==> src/cfd_pkg.sv <==
// package: shared constants and types for the channel fault diagnosis block
package cfd_pkg;

   // number of channels
   localparam int CHANNELS = 8;

   // channel mode codes
   localparam logic [1:0] MODE_STANDBY = 2'h0;
   localparam logic [1:0] MODE_INPUT   = 2'h1;
   localparam logic [1:0] MODE_ON      = 2'h2;
   localparam logic [1:0] MODE_OFF     = 2'h3;

   // clock rate
   localparam int CLK_PERIOD_NS = 10;

   // overload shut-off delay window, microseconds
   localparam int OVL_DELAY_MIN_US = 3;
   localparam int OVL_DELAY_MAX_US = 50;
   // open-load qualification delay window, microseconds
   localparam int OL_DELAY_MIN_US  = 30;
   localparam int OL_DELAY_MAX_US  = 200;
   // reset and limp-home least low time, microseconds
   localparam int RST_LOW_MIN_US   = 50;

   // cycle counts; least times round up, longest round down
   localparam int OVL_DELAY_MIN_CYC = (OVL_DELAY_MIN_US * 1000 + CLK_PERIOD_NS - 1) / CLK_PERIOD_NS;
   localparam int OVL_DELAY_MAX_CYC = (OVL_DELAY_MAX_US * 1000) / CLK_PERIOD_NS;
   localparam int OL_DELAY_MIN_CYC  = (OL_DELAY_MIN_US * 1000 + CLK_PERIOD_NS - 1) / CLK_PERIOD_NS;
   localparam int OL_DELAY_MAX_CYC  = (OL_DELAY_MAX_US * 1000) / CLK_PERIOD_NS;
   localparam int RST_LOW_MIN_CYC   = (RST_LOW_MIN_US * 1000 + CLK_PERIOD_NS - 1) / CLK_PERIOD_NS;

   // counter width that holds every delay above
   localparam int CNT_W = 16;

   // reset value of the mode word: every channel in off mode
   localparam logic [15:0] MODE_RESET = 16'hFFFF;

   // sense inputs of one channel
   typedef struct packed {
      logic overload;   // overload comparator
      logic overtemp;   // over-temperature sensor
      logic open_load;  // output-voltage open-load comparator
   } cfd_sense_t;

   // state reported for one channel
   typedef struct packed {
      logic drive;               // power stage gate
      logic diag_current;        // pull-down diagnosis current enable
      logic protect_fault_flag;  // latched overload / overtemp
      logic open_load_flag;      // latched open load
   } cfd_status_t;

   // delay counter states
   typedef enum logic [1:0] {
      CFD_IDLE    = 2'b00,
      CFD_COUNT   = 2'b01,
      CFD_EXPIRED = 2'b10
   } cfd_qual_t;

endpackage : cfd_pkg

==> src/cfd_qual.sv <==
// module: qualification counter that reports a condition held for a set time
`timescale 1ns/1ps
module cfd_qual #(
   parameter int DELAY = 100     // cycles the condition must hold
) (
   input  wire logic CLK,        // clock
   input  wire logic RST_N,      // synchronous reset, active low
   input  wire logic CE,         // clock enable
   input  wire logic cond,       // condition to qualify
   output logic      expired     // condition held for DELAY cycles
);

   cfd_pkg::cfd_qual_t          state;
   cfd_pkg::cfd_qual_t          next_state;
   logic [cfd_pkg::CNT_W-1:0]   cnt;
   logic [cfd_pkg::CNT_W-1:0]   next_cnt;

   localparam logic [cfd_pkg::CNT_W-1:0] LAST = cfd_pkg::CNT_W'(DELAY - 1);

   // next state: any drop of the condition restarts the count
   always_comb begin
      next_state = state;
      next_cnt   = cnt;
      unique case (state)
         cfd_pkg::CFD_IDLE: begin
            next_cnt = '0;
            if (cond) begin
               next_state = cfd_pkg::CFD_COUNT;
               next_cnt   = cfd_pkg::CNT_W'(1);
            end
         end
         cfd_pkg::CFD_COUNT: begin
            if (!cond) begin
               next_state = cfd_pkg::CFD_IDLE;
               next_cnt   = '0;
            end else if (cnt >= LAST) begin
               next_state = cfd_pkg::CFD_EXPIRED;
            end else begin
               next_cnt = cnt + cfd_pkg::CNT_W'(1);
            end
         end
         cfd_pkg::CFD_EXPIRED: begin
            if (!cond) begin
               next_state = cfd_pkg::CFD_IDLE;
               next_cnt   = '0;
            end
         end
         default: begin
            next_state = cfd_pkg::CFD_IDLE;
            next_cnt   = '0;
         end
      endcase
   end

   // register state
   always_ff @(posedge CLK) begin
      if (!RST_N) begin
         state <= cfd_pkg::CFD_IDLE;
         cnt   <= '0;
      end else if (CE) begin
         state <= next_state;
         cnt   <= next_cnt;
      end
   end

   assign expired = (state == cfd_pkg::CFD_EXPIRED);

endmodule : cfd_qual

==> src/cfd_top.sv <==
// module: per-channel protection and diagnosis for eight low-side switches
// Notes on behaviour
// - overload held for the shut-off delay turns channel off, sets fault flag
// - after protective shut-off the channel stays off until its fault flag clears
// - each channel's over-temperature sets its protection fault flag
// - over-temperature switches an active channel off; flag set regardless
// - both flags latch; only standby mode clears them
// - off channel with open-load comparator set latches open-load flag after delay
// - a switched-on channel does no open-load diagnosis
// - standby disables open-load diagnosis; off mode keeps it active
// - after power-on reset every channel starts idle: modes off, flags clear
// - an undriven direct-drive input reads low, keeping input-mode channels off
// - mode codes: 00 standby, 01 follow input, 10 on, 11 off with diagnosis
//
// The register offsets and strobed register access were decided locally.
`timescale 1ns/1ps
module cfd_top #(
   parameter int CHANNELS = cfd_pkg::CHANNELS,           // channel count
   parameter int OVL_CYC  = cfd_pkg::OVL_DELAY_MAX_CYC,  // overload shut-off cycles
   parameter int OL_CYC   = cfd_pkg::OL_DELAY_MAX_CYC,   // open-load delay cycles
   parameter int LHI_CYC  = cfd_pkg::RST_LOW_MIN_CYC     // limp-home qualify cycles
) (
   input  wire logic                    CLK,       // 100 MHz clock
   input  wire logic                    RST_N,     // synchronous reset, active low
   input  wire logic                    CE,        // clock enable, freezes all state
   input  wire logic [3:0]              ADDR,      // register address
   input  wire logic [15:0]             WDATA,     // write data
   input  wire logic                    WR,        // write strobe
   input  wire logic                    RD,        // read strobe
   output logic      [15:0]             RDATA,     // read data, cycle after RD
   input  wire logic [CHANNELS-1:0]     DIRECT_DRIVE_INPUT, // direct-drive pins
   input  wire logic                    LIMP_HOME_INPUT_N,  // limp-home pin, active low
   input  wire cfd_pkg::cfd_sense_t [CHANNELS-1:0] SENSE,   // stage comparators
   output logic      [CHANNELS-1:0]     DRIVE,     // power stage gate per channel
   output logic      [CHANNELS-1:0]     DIAG_CURRENT, // diagnosis current enable
   output logic      [CHANNELS-1:0]     PROTECT_FAULT_FLAG, // latched fault flags
   output logic      [CHANNELS-1:0]     OPEN_LOAD_FLAG,     // latched open-load flags
   output logic                         LIMP_HOME  // limp-home active
);

   // register addresses
   // only the mode word takes writes; other addresses ignore them
   localparam logic [3:0] ADDR_MODE   = 4'h0;
   localparam logic [3:0] ADDR_DIAG   = 4'h1;
   localparam logic [3:0] ADDR_STATUS = 4'h2;

   // decode a channel's mode into drive intent
   function automatic logic mode_on(input logic [1:0] m, input logic pin);
      unique case (m)
         cfd_pkg::MODE_INPUT: mode_on = pin;
         cfd_pkg::MODE_ON:    mode_on = 1'b1;
         default:             mode_on = 1'b0;
      endcase
   endfunction : mode_on

   // standby decode, shared by the flag clear and the open-load gate
   function automatic logic is_standby(input logic [1:0] m);
      is_standby = (m == cfd_pkg::MODE_STANDBY);
   endfunction : is_standby

   // modes that allow the pull-down diagnosis current while the gate is off
   function automatic logic diag_allowed(input logic [1:0] m);
      diag_allowed = (m == cfd_pkg::MODE_OFF) || (m == cfd_pkg::MODE_INPUT);
   endfunction : diag_allowed

   logic [2*CHANNELS-1:0]   mode;          // mode word, two bits a channel
   logic [2*CHANNELS-1:0]   next_mode;
   logic [15:0]             next_rdata;

   // direct-drive pin synchroniser and filtered level
   logic [CHANNELS-1:0]     din_s1;        // first stage, may be metastable
   logic [CHANNELS-1:0]     din_s2;
   logic [CHANNELS-1:0]     din_s3;
   logic [CHANNELS-1:0]     din;           // filtered pin level
   logic [CHANNELS-1:0]     next_din;
   // overload comparator synchroniser
   logic [CHANNELS-1:0]     ovl_s1;
   logic [CHANNELS-1:0]     ovl_s2;
   logic [CHANNELS-1:0]     ovl_s3;
   logic [CHANNELS-1:0]     ovl;
   logic [CHANNELS-1:0]     next_ovl;
   // over-temperature sensor synchroniser
   logic [CHANNELS-1:0]     otp_s1;
   logic [CHANNELS-1:0]     otp_s2;
   logic [CHANNELS-1:0]     otp_s3;
   logic [CHANNELS-1:0]     otp;
   logic [CHANNELS-1:0]     next_otp;
   // open-load comparator synchroniser
   logic [CHANNELS-1:0]     opl_s1;
   logic [CHANNELS-1:0]     opl_s2;
   logic [CHANNELS-1:0]     opl_s3;
   logic [CHANNELS-1:0]     opl;
   logic [CHANNELS-1:0]     next_opl;
   // limp-home pin synchroniser, idles high
   logic                    lhi_s1;
   logic                    lhi_s2;
   logic                    lhi_s3;
   logic                    limp_home_input;
   logic                    next_lhi;

   // synchronise every pin: a change counts once stages two and three agree
   // a one-cycle glitch never makes stages two and three agree, so it is dropped
   // the single limp-home pin filters the same way
   always_comb begin
      next_din = din;
      next_ovl = ovl;
      next_otp = otp;
      next_opl = opl;
      next_lhi = limp_home_input;
      for (int i = 0; i < CHANNELS; i++) begin
         if (din_s2[i] == din_s3[i]) next_din[i] = din_s3[i];
         if (ovl_s2[i] == ovl_s3[i]) next_ovl[i] = ovl_s3[i];
         if (otp_s2[i] == otp_s3[i]) next_otp[i] = otp_s3[i];
         if (opl_s2[i] == opl_s3[i]) next_opl[i] = opl_s3[i];
      end
      if (lhi_s2 == lhi_s3) next_lhi = lhi_s3;
   end

   // shift pins through the stages; reset loads the idle pin levels
   always_ff @(posedge CLK) begin
      if (!RST_N) begin
         {din_s1, din_s2, din_s3, din} <= '0;
         {ovl_s1, ovl_s2, ovl_s3, ovl} <= '0;
         {otp_s1, otp_s2, otp_s3, otp} <= '0;
         {opl_s1, opl_s2, opl_s3, opl} <= '0;
         {lhi_s1, lhi_s2, lhi_s3, limp_home_input} <= 4'hF;
      end else if (CE) begin
         din_s1 <= DIRECT_DRIVE_INPUT;
         din_s2 <= din_s1;
         din_s3 <= din_s2;
         din    <= next_din;
         for (int i = 0; i < CHANNELS; i++) begin
            ovl_s1[i] <= SENSE[i].overload;
            otp_s1[i] <= SENSE[i].overtemp;
            opl_s1[i] <= SENSE[i].open_load;
         end
         ovl_s2 <= ovl_s1;
         ovl_s3 <= ovl_s2;
         ovl    <= next_ovl;
         otp_s2 <= otp_s1;
         otp_s3 <= otp_s2;
         otp    <= next_otp;
         opl_s2 <= opl_s1;
         opl_s3 <= opl_s2;
         opl    <= next_opl;
         lhi_s1 <= LIMP_HOME_INPUT_N;
         lhi_s2 <= lhi_s1;
         lhi_s3 <= lhi_s2;
         limp_home_input    <= next_lhi;
      end
   end

   // limp-home counts only after the pin stays low for the least time
   // a short low pulse restarts the count and never reaches the channels
   // the pin idles high, so reset leaves limp-home inactive
   logic lhi_active;
   cfd_qual #(.DELAY(LHI_CYC)) u_lhi_qual (
      .CLK     (CLK),
      .RST_N   (RST_N),
      .CE      (CE),
      .cond    (!limp_home_input),
      .expired (lhi_active)
   );

   // per-channel protection and diagnosis
   logic [CHANNELS-1:0] want_on;    // drive asked for by mode or limp-home
   logic [CHANNELS-1:0] ovl_exp;    // overload held for the shut-off delay
   logic [CHANNELS-1:0] ol_exp;     // open load held for the qualification delay
   logic [CHANNELS-1:0] ol_cond;    // open-load diagnosis condition
   // latched flags, gate and diagnosis current
   logic [CHANNELS-1:0] pff;
   logic [CHANNELS-1:0] olf;
   logic [CHANNELS-1:0] drv;
   logic [CHANNELS-1:0] dcur;
   logic [CHANNELS-1:0] next_pff;
   logic [CHANNELS-1:0] next_olf;
   logic [CHANNELS-1:0] next_drv;
   logic [CHANNELS-1:0] next_dcur;

   // one pair of qualification counters per channel
   genvar g;
   generate
      for (g = 0; g < CHANNELS; g++) begin : g_ch
         // limp-home forces direct drive from the pin
         assign want_on[g] = lhi_active ? din[g] : mode_on(mode[2*g+:2], din[g]);
         // open-load checked only off and not standby
         assign ol_cond[g] = opl[g] && !drv[g]
                             && !is_standby(mode[2*g+:2]);

         // overload only counts while the gate conducts
         cfd_qual #(.DELAY(OVL_CYC)) u_ovl (
            .CLK     (CLK),
            .RST_N   (RST_N),
            .CE      (CE),
            .cond    (ovl[g] && drv[g]),
            .expired (ovl_exp[g])
         );

         // open-load qualification, restarted by any drop of the condition
         cfd_qual #(.DELAY(OL_CYC)) u_ol (
            .CLK     (CLK),
            .RST_N   (RST_N),
            .CE      (CE),
            .cond    (ol_cond[g]),
            .expired (ol_exp[g])
         );
      end
   endgenerate

   // flag latching and drive gating
   // a set in the same cycle as a standby clear wins, so no event is lost
   // the gate reads next_pff so a shut-off lands in the cycle the fault is seen
   always_comb begin
      for (int i = 0; i < CHANNELS; i++) begin
         next_pff[i] = pff[i];
         next_olf[i] = olf[i];
         if (is_standby(mode[2*i+:2])) begin
            next_pff[i] = 1'b0;
            next_olf[i] = 1'b0;
         end
         if (ovl_exp[i]) next_pff[i] = 1'b1;
         if (otp[i]) next_pff[i] = 1'b1;
         if (ol_exp[i]) next_olf[i] = 1'b1;
         // shut-off and hold off while fault flag stands
         next_drv[i] = want_on[i] && !next_pff[i] && !pff[i];
         // diagnosis current only while the gate is off
         next_dcur[i] = diag_allowed(mode[2*i+:2]) && !next_drv[i];
      end
   end

   // register flags, gate and diagnosis current
   always_ff @(posedge CLK) begin
      if (!RST_N) begin
         pff  <= '0;
         olf  <= '0;
         drv  <= '0;
         dcur <= '0;
      end else if (CE) begin
         pff  <= next_pff;
         olf  <= next_olf;
         drv  <= next_drv;
         dcur <= next_dcur;
      end
   end

   // register bus: mode write, flag and state read
   // unmapped addresses read as zero; read data fall back to zero after a read
   // a write and a read in the same cycle cannot occur on this bus
   always_comb begin
      next_mode  = mode;
      next_rdata = '0;
      if (WR && ADDR == ADDR_MODE) next_mode = WDATA[2*CHANNELS-1:0];
      if (RD) begin
         unique case (ADDR)
            ADDR_MODE: next_rdata = 16'(mode);
            ADDR_DIAG: begin
               // fault in even bits, open load in odd bits
               for (int i = 0; i < CHANNELS; i++) begin
                  next_rdata[2*i]   = pff[i];
                  next_rdata[2*i+1] = olf[i];
               end
            end
            ADDR_STATUS: next_rdata = {7'h00, lhi_active, drv};
            default:     next_rdata = '0;
         endcase
      end
   end

   // mode word and read data; reset leaves every channel in off mode
   always_ff @(posedge CLK) begin
      if (!RST_N) begin
         mode  <= cfd_pkg::MODE_RESET[2*CHANNELS-1:0];
         RDATA <= '0;
      end else if (CE) begin
         mode  <= next_mode;
         RDATA <= next_rdata;
      end
   end

   // outputs straight from flip-flops
   // one cycle of latency on every output keeps the pins glitch free
   // limp-home status follows its qualifier with the same latency
   always_ff @(posedge CLK) begin
      if (!RST_N) begin
         DRIVE              <= '0;
         DIAG_CURRENT       <= '0;
         PROTECT_FAULT_FLAG <= '0;
         OPEN_LOAD_FLAG     <= '0;
         LIMP_HOME          <= 1'b0;
      end else if (CE) begin
         DRIVE              <= drv;
         DIAG_CURRENT       <= dcur;
         PROTECT_FAULT_FLAG <= pff;
         OPEN_LOAD_FLAG     <= olf;
         LIMP_HOME          <= lhi_active;
      end
   end

endmodule : cfd_top

==> config.mk <==
export PLATFORM = sky130hd
export DESIGN_NAME = cfd_top
export DESIGN_NICKNAME = d
export VERILOG_FILES = /design/src/cfd_pkg.sv /design/src/cfd_qual.sv /design/src/cfd_top.sv
export SDC_FILE = /design/constraint.sdc
export NUM_CORES = 1
export LEC_CHECK = 0
export BUFFER_PORTS_ARGS = -buffer_cell sky130_fd_sc_hd__buf_4
export CAP_MARGIN = 40
export CORE_UTILIZATION = 56
export CTS_CLUSTER_SIZE = 8
export DETAILED_ROUTE_END_ITERATION = 7
export HOLD_SLACK_MARGIN = 0.08
export PLACE_DENSITY_LB_ADDON = 0.05
export SLEW_MARGIN = 10
export SYNTH_ARGS = -nofsm -noshare
export SYNTH_HDL_FRONTEND = slang
export SYNTH_SLANG_ARGS = --single-unit
==> constraint.sdc <==
create_clock -name CLK -period 2.5 [get_ports CLK]
set_clock_uncertainty 0.1 [all_clocks]
set_input_delay 0.125 -clock CLK [delete_from_list [all_inputs] [get_ports CLK]]
set_output_delay 0.125 -clock CLK [all_outputs]
set_load 0.02 [all_outputs]
; After elaboration in Yosys (flattened, before gate mapping)
; Cells that the tools add are included.
[op_classes]
eq_ne = 161
n_lt_le_gt_ge = 17
n_mux = 228
n_addsub = 17
reduce_logical = 207
[ops]
columns = operator, count
row1 = $pmux W16 S3, 18
row2 = $mux W16, 52
row3 = $add A16 B1 Y16 const B, 17
row4 = $ge A16 B13 Y1 const B, 9
row5 = $mux W2, 68
row6 = $ge A16 B15 Y1 const B, 8
row7 = $pmux W2 S3, 17
row8 = $ne A3 B3 Y1 const B, 33
row9 = $reduce_and A2 Y1, 42
row10 = $reduce_and A4 Y1, 17
row11 = $eq A2 B2 Y1 const B, 33
row12 = $mux W1, 65
row13 = $reduce_and A3 Y1, 17
row14 = $eq A2 B1 Y1 const B, 25
row15 = $logic_not A2 Y1, 25
row16 = $logic_and A1 B1 Y1, 49
row17 = $logic_not A1 Y1, 40
row18 = $ne A2 B2 Y1 const B, 18
row19 = $eq A1 B1 Y1, 33
row20 = $ne A2 B1 Y1 const B, 16
row21 = $pmux W1 S2, 8
row22 = $reduce_bool A2 Y1, 8
row23 = $logic_or A1 B1 Y1, 8
row24 = $eq A4 B1 Y1 const B, 1
row25 = 3 further kinds, 3
[totals]
ff_bits = 535

; Logic depth before layout (Yosys ltp)
[depth]
ltp_word = 9
mapped_depth = 9
mapped_depth_nobuf = 7

; Cells and area by module
; A second synthesis with hierarchy kept.
[unflattened]
cells_unflattened = 2917
area_unflattened_um2 = 25238.0
[modules_own_cells]
columns = module, instances, area_per_inst_um2, seq_area_each_um2, cells_per_inst
row1 = cfd_top, 1, 9490.4, 4584.4, 1031
row2 = cfd_qual (g_ch[0].u_ovl ...), 9, 923.4, 360.3, 110
row3 = cfd_qual (g_ch[0].u_ol ...), 8, 929.6, 360.3, 112

; Worst setup path before layout
; OpenSTA, ideal clock, no wires.
[synth_timing]
kind = reg2reg
from = register mode[6]
to = register g_ch[3].u_ol.cnt[13] (netlist name)
setup_time_ns = 0.059
period_less_slack_ns = 2.452
required_time_ns = 2.341
setup_slack_ns = 0.048
stages_incl_launch_ff = 9
arrival_ns = 2.292
path_buffers = 1
cell_sequence = dfxtp_1 > inv_1 > ha_1 > or3b_2 > o21ai_0 > nand2_1 > buf_2 > or4_1 > nand2_1
[synth_between]
elab_chain_cells = 5
elab_cells_between_ends = 8
[synth_rtl]
columns = item, line
row1 = start: declaration, cfd_top.sv:66  ; logic [2*CHANNELS-1:0] mode;
row2 = start signal: assignment, cfd_top.sv:272  ; mode <= cfd_pkg::MODE_RESET[2*CHANNELS-1:0];
row3 = start signal: assignment, cfd_top.sv:275  ; mode <= next_mode;
row4 = $logic_not A2 Y1 (*), cfd_top.sv:58  ; is_standby = (m == cfd_pkg::MODE_STANDBY);
row5 = $logic_not A1 Y1 (*), cfd_top.sv:188  ; && !is_standby(mode[2*g+:2]);
row6 = $logic_and A1 B1 Y1 (*), cfd_top.sv:188
row7 = "$ne A3 B3 Y1 (no line), or another cell as far along", -
row8 = $reduce_and A3 Y1 (no line) or $pmux W16 S3 (tied branches), -
row9 = end signal: assignment, cfd_qual.sv:62  ; cnt <= next_cnt;
row10 = end: declaration, cfd_qual.sv:15  ; logic [cfd_pkg::CNT_W-1:0] cnt;
; Every way passes the cells marked *; elsewhere a longest branch is shown, timed or not.
; A chain may end at the register's enable or synchronous reset.

; Final worst setup path
[layout_timing]
from = input port CE
to = register g_ch[6].u_ovl.cnt[10] (netlist name)
[layout_between]
elab_chain_cells = 1
[layout_rtl]
columns = item, line
row1 = start: declaration, cfd_top.sv:25  ; input wire logic CE,
row2 = $reduce_and A3 Y1 (no line), -
row3 = end signal: assignment, cfd_qual.sv:62
row4 = end: declaration, cfd_qual.sv:15
; No other way between the ends.

==> impl_metrics.json <==
{
  "outcome": "completed",
  "hpwl_um": 44140,
  "max_slew_margin_pct": 51.27,
  "setup_violations": 0,
  "clock_tree_from_tritoncts": "built",
  "vdd_ir_drop_max_mv": 0.5294,
  "critical_path.max_fanout": 21,
  "hold_path.startpoint": "RD",
  "nets": 3227,
  "critical_path.max_stage_delay_ps": 790,
  "syn-cell-area_um2": 24480,
  "critical_path.reg2reg.startpoint": "g_ch[6].u_ovl.cnt[3]$_SDFFE_PN0P_",
  "layout-area-overhead-vs-synth_pct": 20.00,
  "dpl_cell_area_um2": 26370,
  "p_clk_share_pct": 48.4,
  "synthesis.instances": 2875,
  "final_cell_mix": "sky130_fd_sc_hd__dfxtp_1 (535), sky130_fd_sc_hd__nor2_1 (293), sky130_fd_sc_hd__a21oi_1 (266), sky130_fd_sc_hd__nand2_1 (254), sky130_fd_sc_hd__buf_4 (215)",
  "synth_cell_types": 84,
  "synth-async-reset-ratio_pct": 0,
  "grt_pass1_vias": 21410,
  "internal_power_mw": 14.66,
  "worst_path_most_repeated_cell": "sky130_fd_sc_hd__dlygate4sd3_1",
  "timing.final.crit_share_pct": 99.10,
  "switching_component_of_the_power_mw": 4.163,
  "holdCritPathClass": "in -> reg",
  "port_buffers": 106,
  "regToRegSetupSlack_ps": 100,
  "rsz0062_at_grt": "no",
  "grt_first_pass_wirelength_um": 108600,
  "cts_root_buffer": "sky130_fd_sc_hd__clkbuf_16",
  "min_delay_worst_endpoint": "RDATA[8]$_SDFFE_PN0P_",
  "drt-pass1-iter-count": 6,
  "synth.ff_latch_count": 535,
  "overflow": 0,
  "detail-route-antenna-nets": 0,
  "transition_time_of_the_tightest_slew_check_pin_ps": 730.9,
  "worst_setup_path_start_kind": "primary input",
  "placementRows": 76,
  "vias": 22670,
  "fin_worst_hold_slack_ps": 135.9,
  "synth_area_leader_cell": "sky130_fd_sc_hd__dfxtp_1",
  "top_delay_family_on_crit_path": "buffers and inverters",
  "design.die.area_um2": 44550,
  "proportion_of_netlist_area_held_by_the_largest_area_contributor_pct": 43.75,
  "cellPowerDensity_nw_per_um2": 640.9,
  "worst_hold_path.num_cells": 6,
  "synthesis.yosys.warnings": 0,
  "clock_sink_count": 535,
  "drcViolationCount": 0,
  "route.detailed.vias_per_inst": 6.112,
  "critical_path_buf_inv_count": 4,
  "drt-initial-drc-count": 1659,
  "grt_start_max_net_pins": 64,
  "maxSlewViolCount": 0,
  "ys_seq_area_share_pct": 43.75,
  "synth_enable_flop_cells": 0,
  "place.gp.congestion": 0.8848,
  "postSynth.topFlopCell": "sky130_fd_sc_hd__dfxtp_1",
  "layout.cells.most_common": "sky130_fd_sc_hd__dfxtp_1",
  "power_switching_share_pct": 22.11,
  "crit_chain": "buf_8, dlygate4sd3_1, buf_12, dlygate4sd3_1, nand4_1, o41ai_1, a21oi_1",
  "fmaxAchievable_mhz": 403.6,
  "drive_gt1_share_pct": 11.14,
  "combinationalPowerShare_pct": 5.2,
  "floorplan.initialDensity_pct": 56.83,
  "drv_cap": 0,
  "arrival_ps": 2830,
  "post-cts-setup-buffer-count": 0,
  "postLayoutCellArea_um2": 29370,
  "die-height_um": 211.1,
  "postSynthAreaPerCell_um2": 8.514,
  "critPathSlowestCell": "sky130_fd_sc_hd__dlygate4sd3_1",
  "seq_power_share_pct": 46.3,
  "number_of_antenna_violations_at_the_first_check_in_global_routing": 1,
  "reg_to_reg_critical_path_endpoint": "g_ch[6].u_ovl.cnt[11]$_SDFFE_PN0P_",
  "critical_path_required_ps": 2860,
  "cts_max_path_buffers": 3,
  "crit_type": "in -> reg",
  "timing.reg2reg.worst_path_depth": 5,
  "synth_nets": 2982,
  "n_antenna_cell": 0,
  "number_of_buffers_created_by_cts": 76,
  "clk_pin_slew_worst_paths_ps": 50,
  "io_pins": 107,
  "insertion_delay_ps": 590,
  "die_x_um": 211.1,
  "groute.usage.overall_pct": 29.71,
  "synth_top_cells_by_area": "sky130_fd_sc_hd__dfxtp_1 (44%), sky130_fd_sc_hd__a21oi_1 (5.4%), sky130_fd_sc_hd__mux2i_1 (4.9%)",
  "core-area_um2": 43080,
  "route.final.wire_length_um": 66550,
  "wl_per_cell_um": 17.94,
  "p_leak_nw": 11.14,
  "period_minus_slack_ps": 2478,
  "hold_viol_final": 0,
  "critical_path.endpoint_type": "register",
  "ctsHtreeMaxLevel": 3,
  "finalSetupTns_ps": 0
}
[cells in the mapped netlist, drive strengths merged (14+ instances only)]
cell and count:
nor2 293, o21ai 211, clkbuf 121, o211ai 40
a21o 29, and3 50, buf 25, o31ai 36
dfxtp 535, o21a 35, nand2 254, nand3 95
a31oi 24, xnor2 24, and4 14, a2111oi 15
nand2b 16, nor2b 20, nand4 74, a21oi 266
mux2i 119, nor4 28, nor3 34, inv 48
ha 49, or3 80, or4 61, and2 58
[stage by stage]
step	worst slack, ps	utilization, %	instances	power, mW
2_1_floorplan	48.38	-	2875	9.370
3_3_place_gp	59.11	61.22	3535	9.715
3_5_place_dp	24.73	61.22	3535	9.738
4_1_cts	13.58	68.05	3708	18.97
5_1_grt	5.744	68.19	3709	19.40
6_report	22.38	68.19	3709	18.83
[routing by layer]
metal | vias to the layer above | track usage (%) | routed length [um]
met4 | 0 | 9.145 | 1566
met5 | - | 0 | 0
li1 | 11080 | - | -
met2 | 567 | 48.57 | 30670
met1 | 10910 | 40.40 | 30800
met3 | 114 | 4.356 | 3508
[worst max path at each step]
stage,end,cells past startpoint,slack (ps),start
4_1_cts,g_ch[6].u_ovl.cnt[11]$_SDFFE_PN0P_,5,10,g_ch[6].u_ovl.cnt[3]$_SDFFE_PN0P_
3_5_place_dp,g_ch[6].u_ovl.cnt[11]$_SDFFE_PN0P_,5,20,g_ch[6].u_ovl.cnt[3]$_SDFFE_PN0P_
2_1_floorplan,g_ch[3].u_ol.cnt[13]$_SDFFE_PN0P_,8,50,mode[6]$_SDFFE_PN1P_
5_1_grt,g_ch[6].u_ovl.cnt[10]$_SDFFE_PN0P_,7,6,CE
6_report,g_ch[6].u_ovl.cnt[10]$_SDFFE_PN0P_,7,20,CE
3_3_place_gp,g_ch[6].u_ovl.cnt[11]$_SDFFE_PN0P_,5,60,g_ch[6].u_ovl.cnt[3]$_SDFFE_PN0P_
[flip-flops by register name, indices dropped and copies added (netlist names), 16 cells and up]
signal	count
g_ch.u_ol.cnt	128
RDATA	16
g_ch.u_ovl.cnt	128
mode	16
g_ch.u_ol.state	16
u_lhi_qual.cnt	16
g_ch.u_ovl.state	16
[timing repair]
action / 4_1_cts / 5_1_grt
endpoints found under the setup margin: 0 / 38
resized for setup: 0 / 16
hold buffers: 91 / 1
endpoints found under the hold margin: 159 / 2
[power by group through the flow]
stage	logic [mW]	registers (mW)	clock network, mW
3_3_place_gp	0.831	8.88	0
4_1_cts	0.964	8.72	9.28
2_1_floorplan	0.511	8.86	0
5_1_grt	1.06	8.72	9.62
3_5_place_dp	0.850	8.89	0
6_report	0.982	8.72	9.12
[logic make-up after synthesis]
| logic type | share of synthesized area, % |
|---|---|
| AND/OR/NAND/NOR | 24.08 |
| AO/OA/AOI/OAI | 20.52 |
| flip-flops | 43.75 |
| buffers and inverters | 3.205 |
| multiplexers | 4.866 |
| adder cells (fa/ha/maj) | 2.505 |
| XOR/XNOR | 1.073 |
[area by class of cell]
type / count / area [um^2]
Tap cell: 585 / 732.0
Inverter: 48 / 190.2
Fill cell: 3469 / 13700
Sequential cell: 535 / 10710
Multi-Input combinational cell: 2146 / 13050
Timing Repair Buffer: 313 / 2658
Clock buffer: 82 / 2031
[tightest hold or removal path, delay by kind of cell]
kind            cells  cell delay (ps)
buf+inv             2              310
simple gates        3              290
compound gates      1               50
No activity file was read; power rests on OpenSTA's default activity.
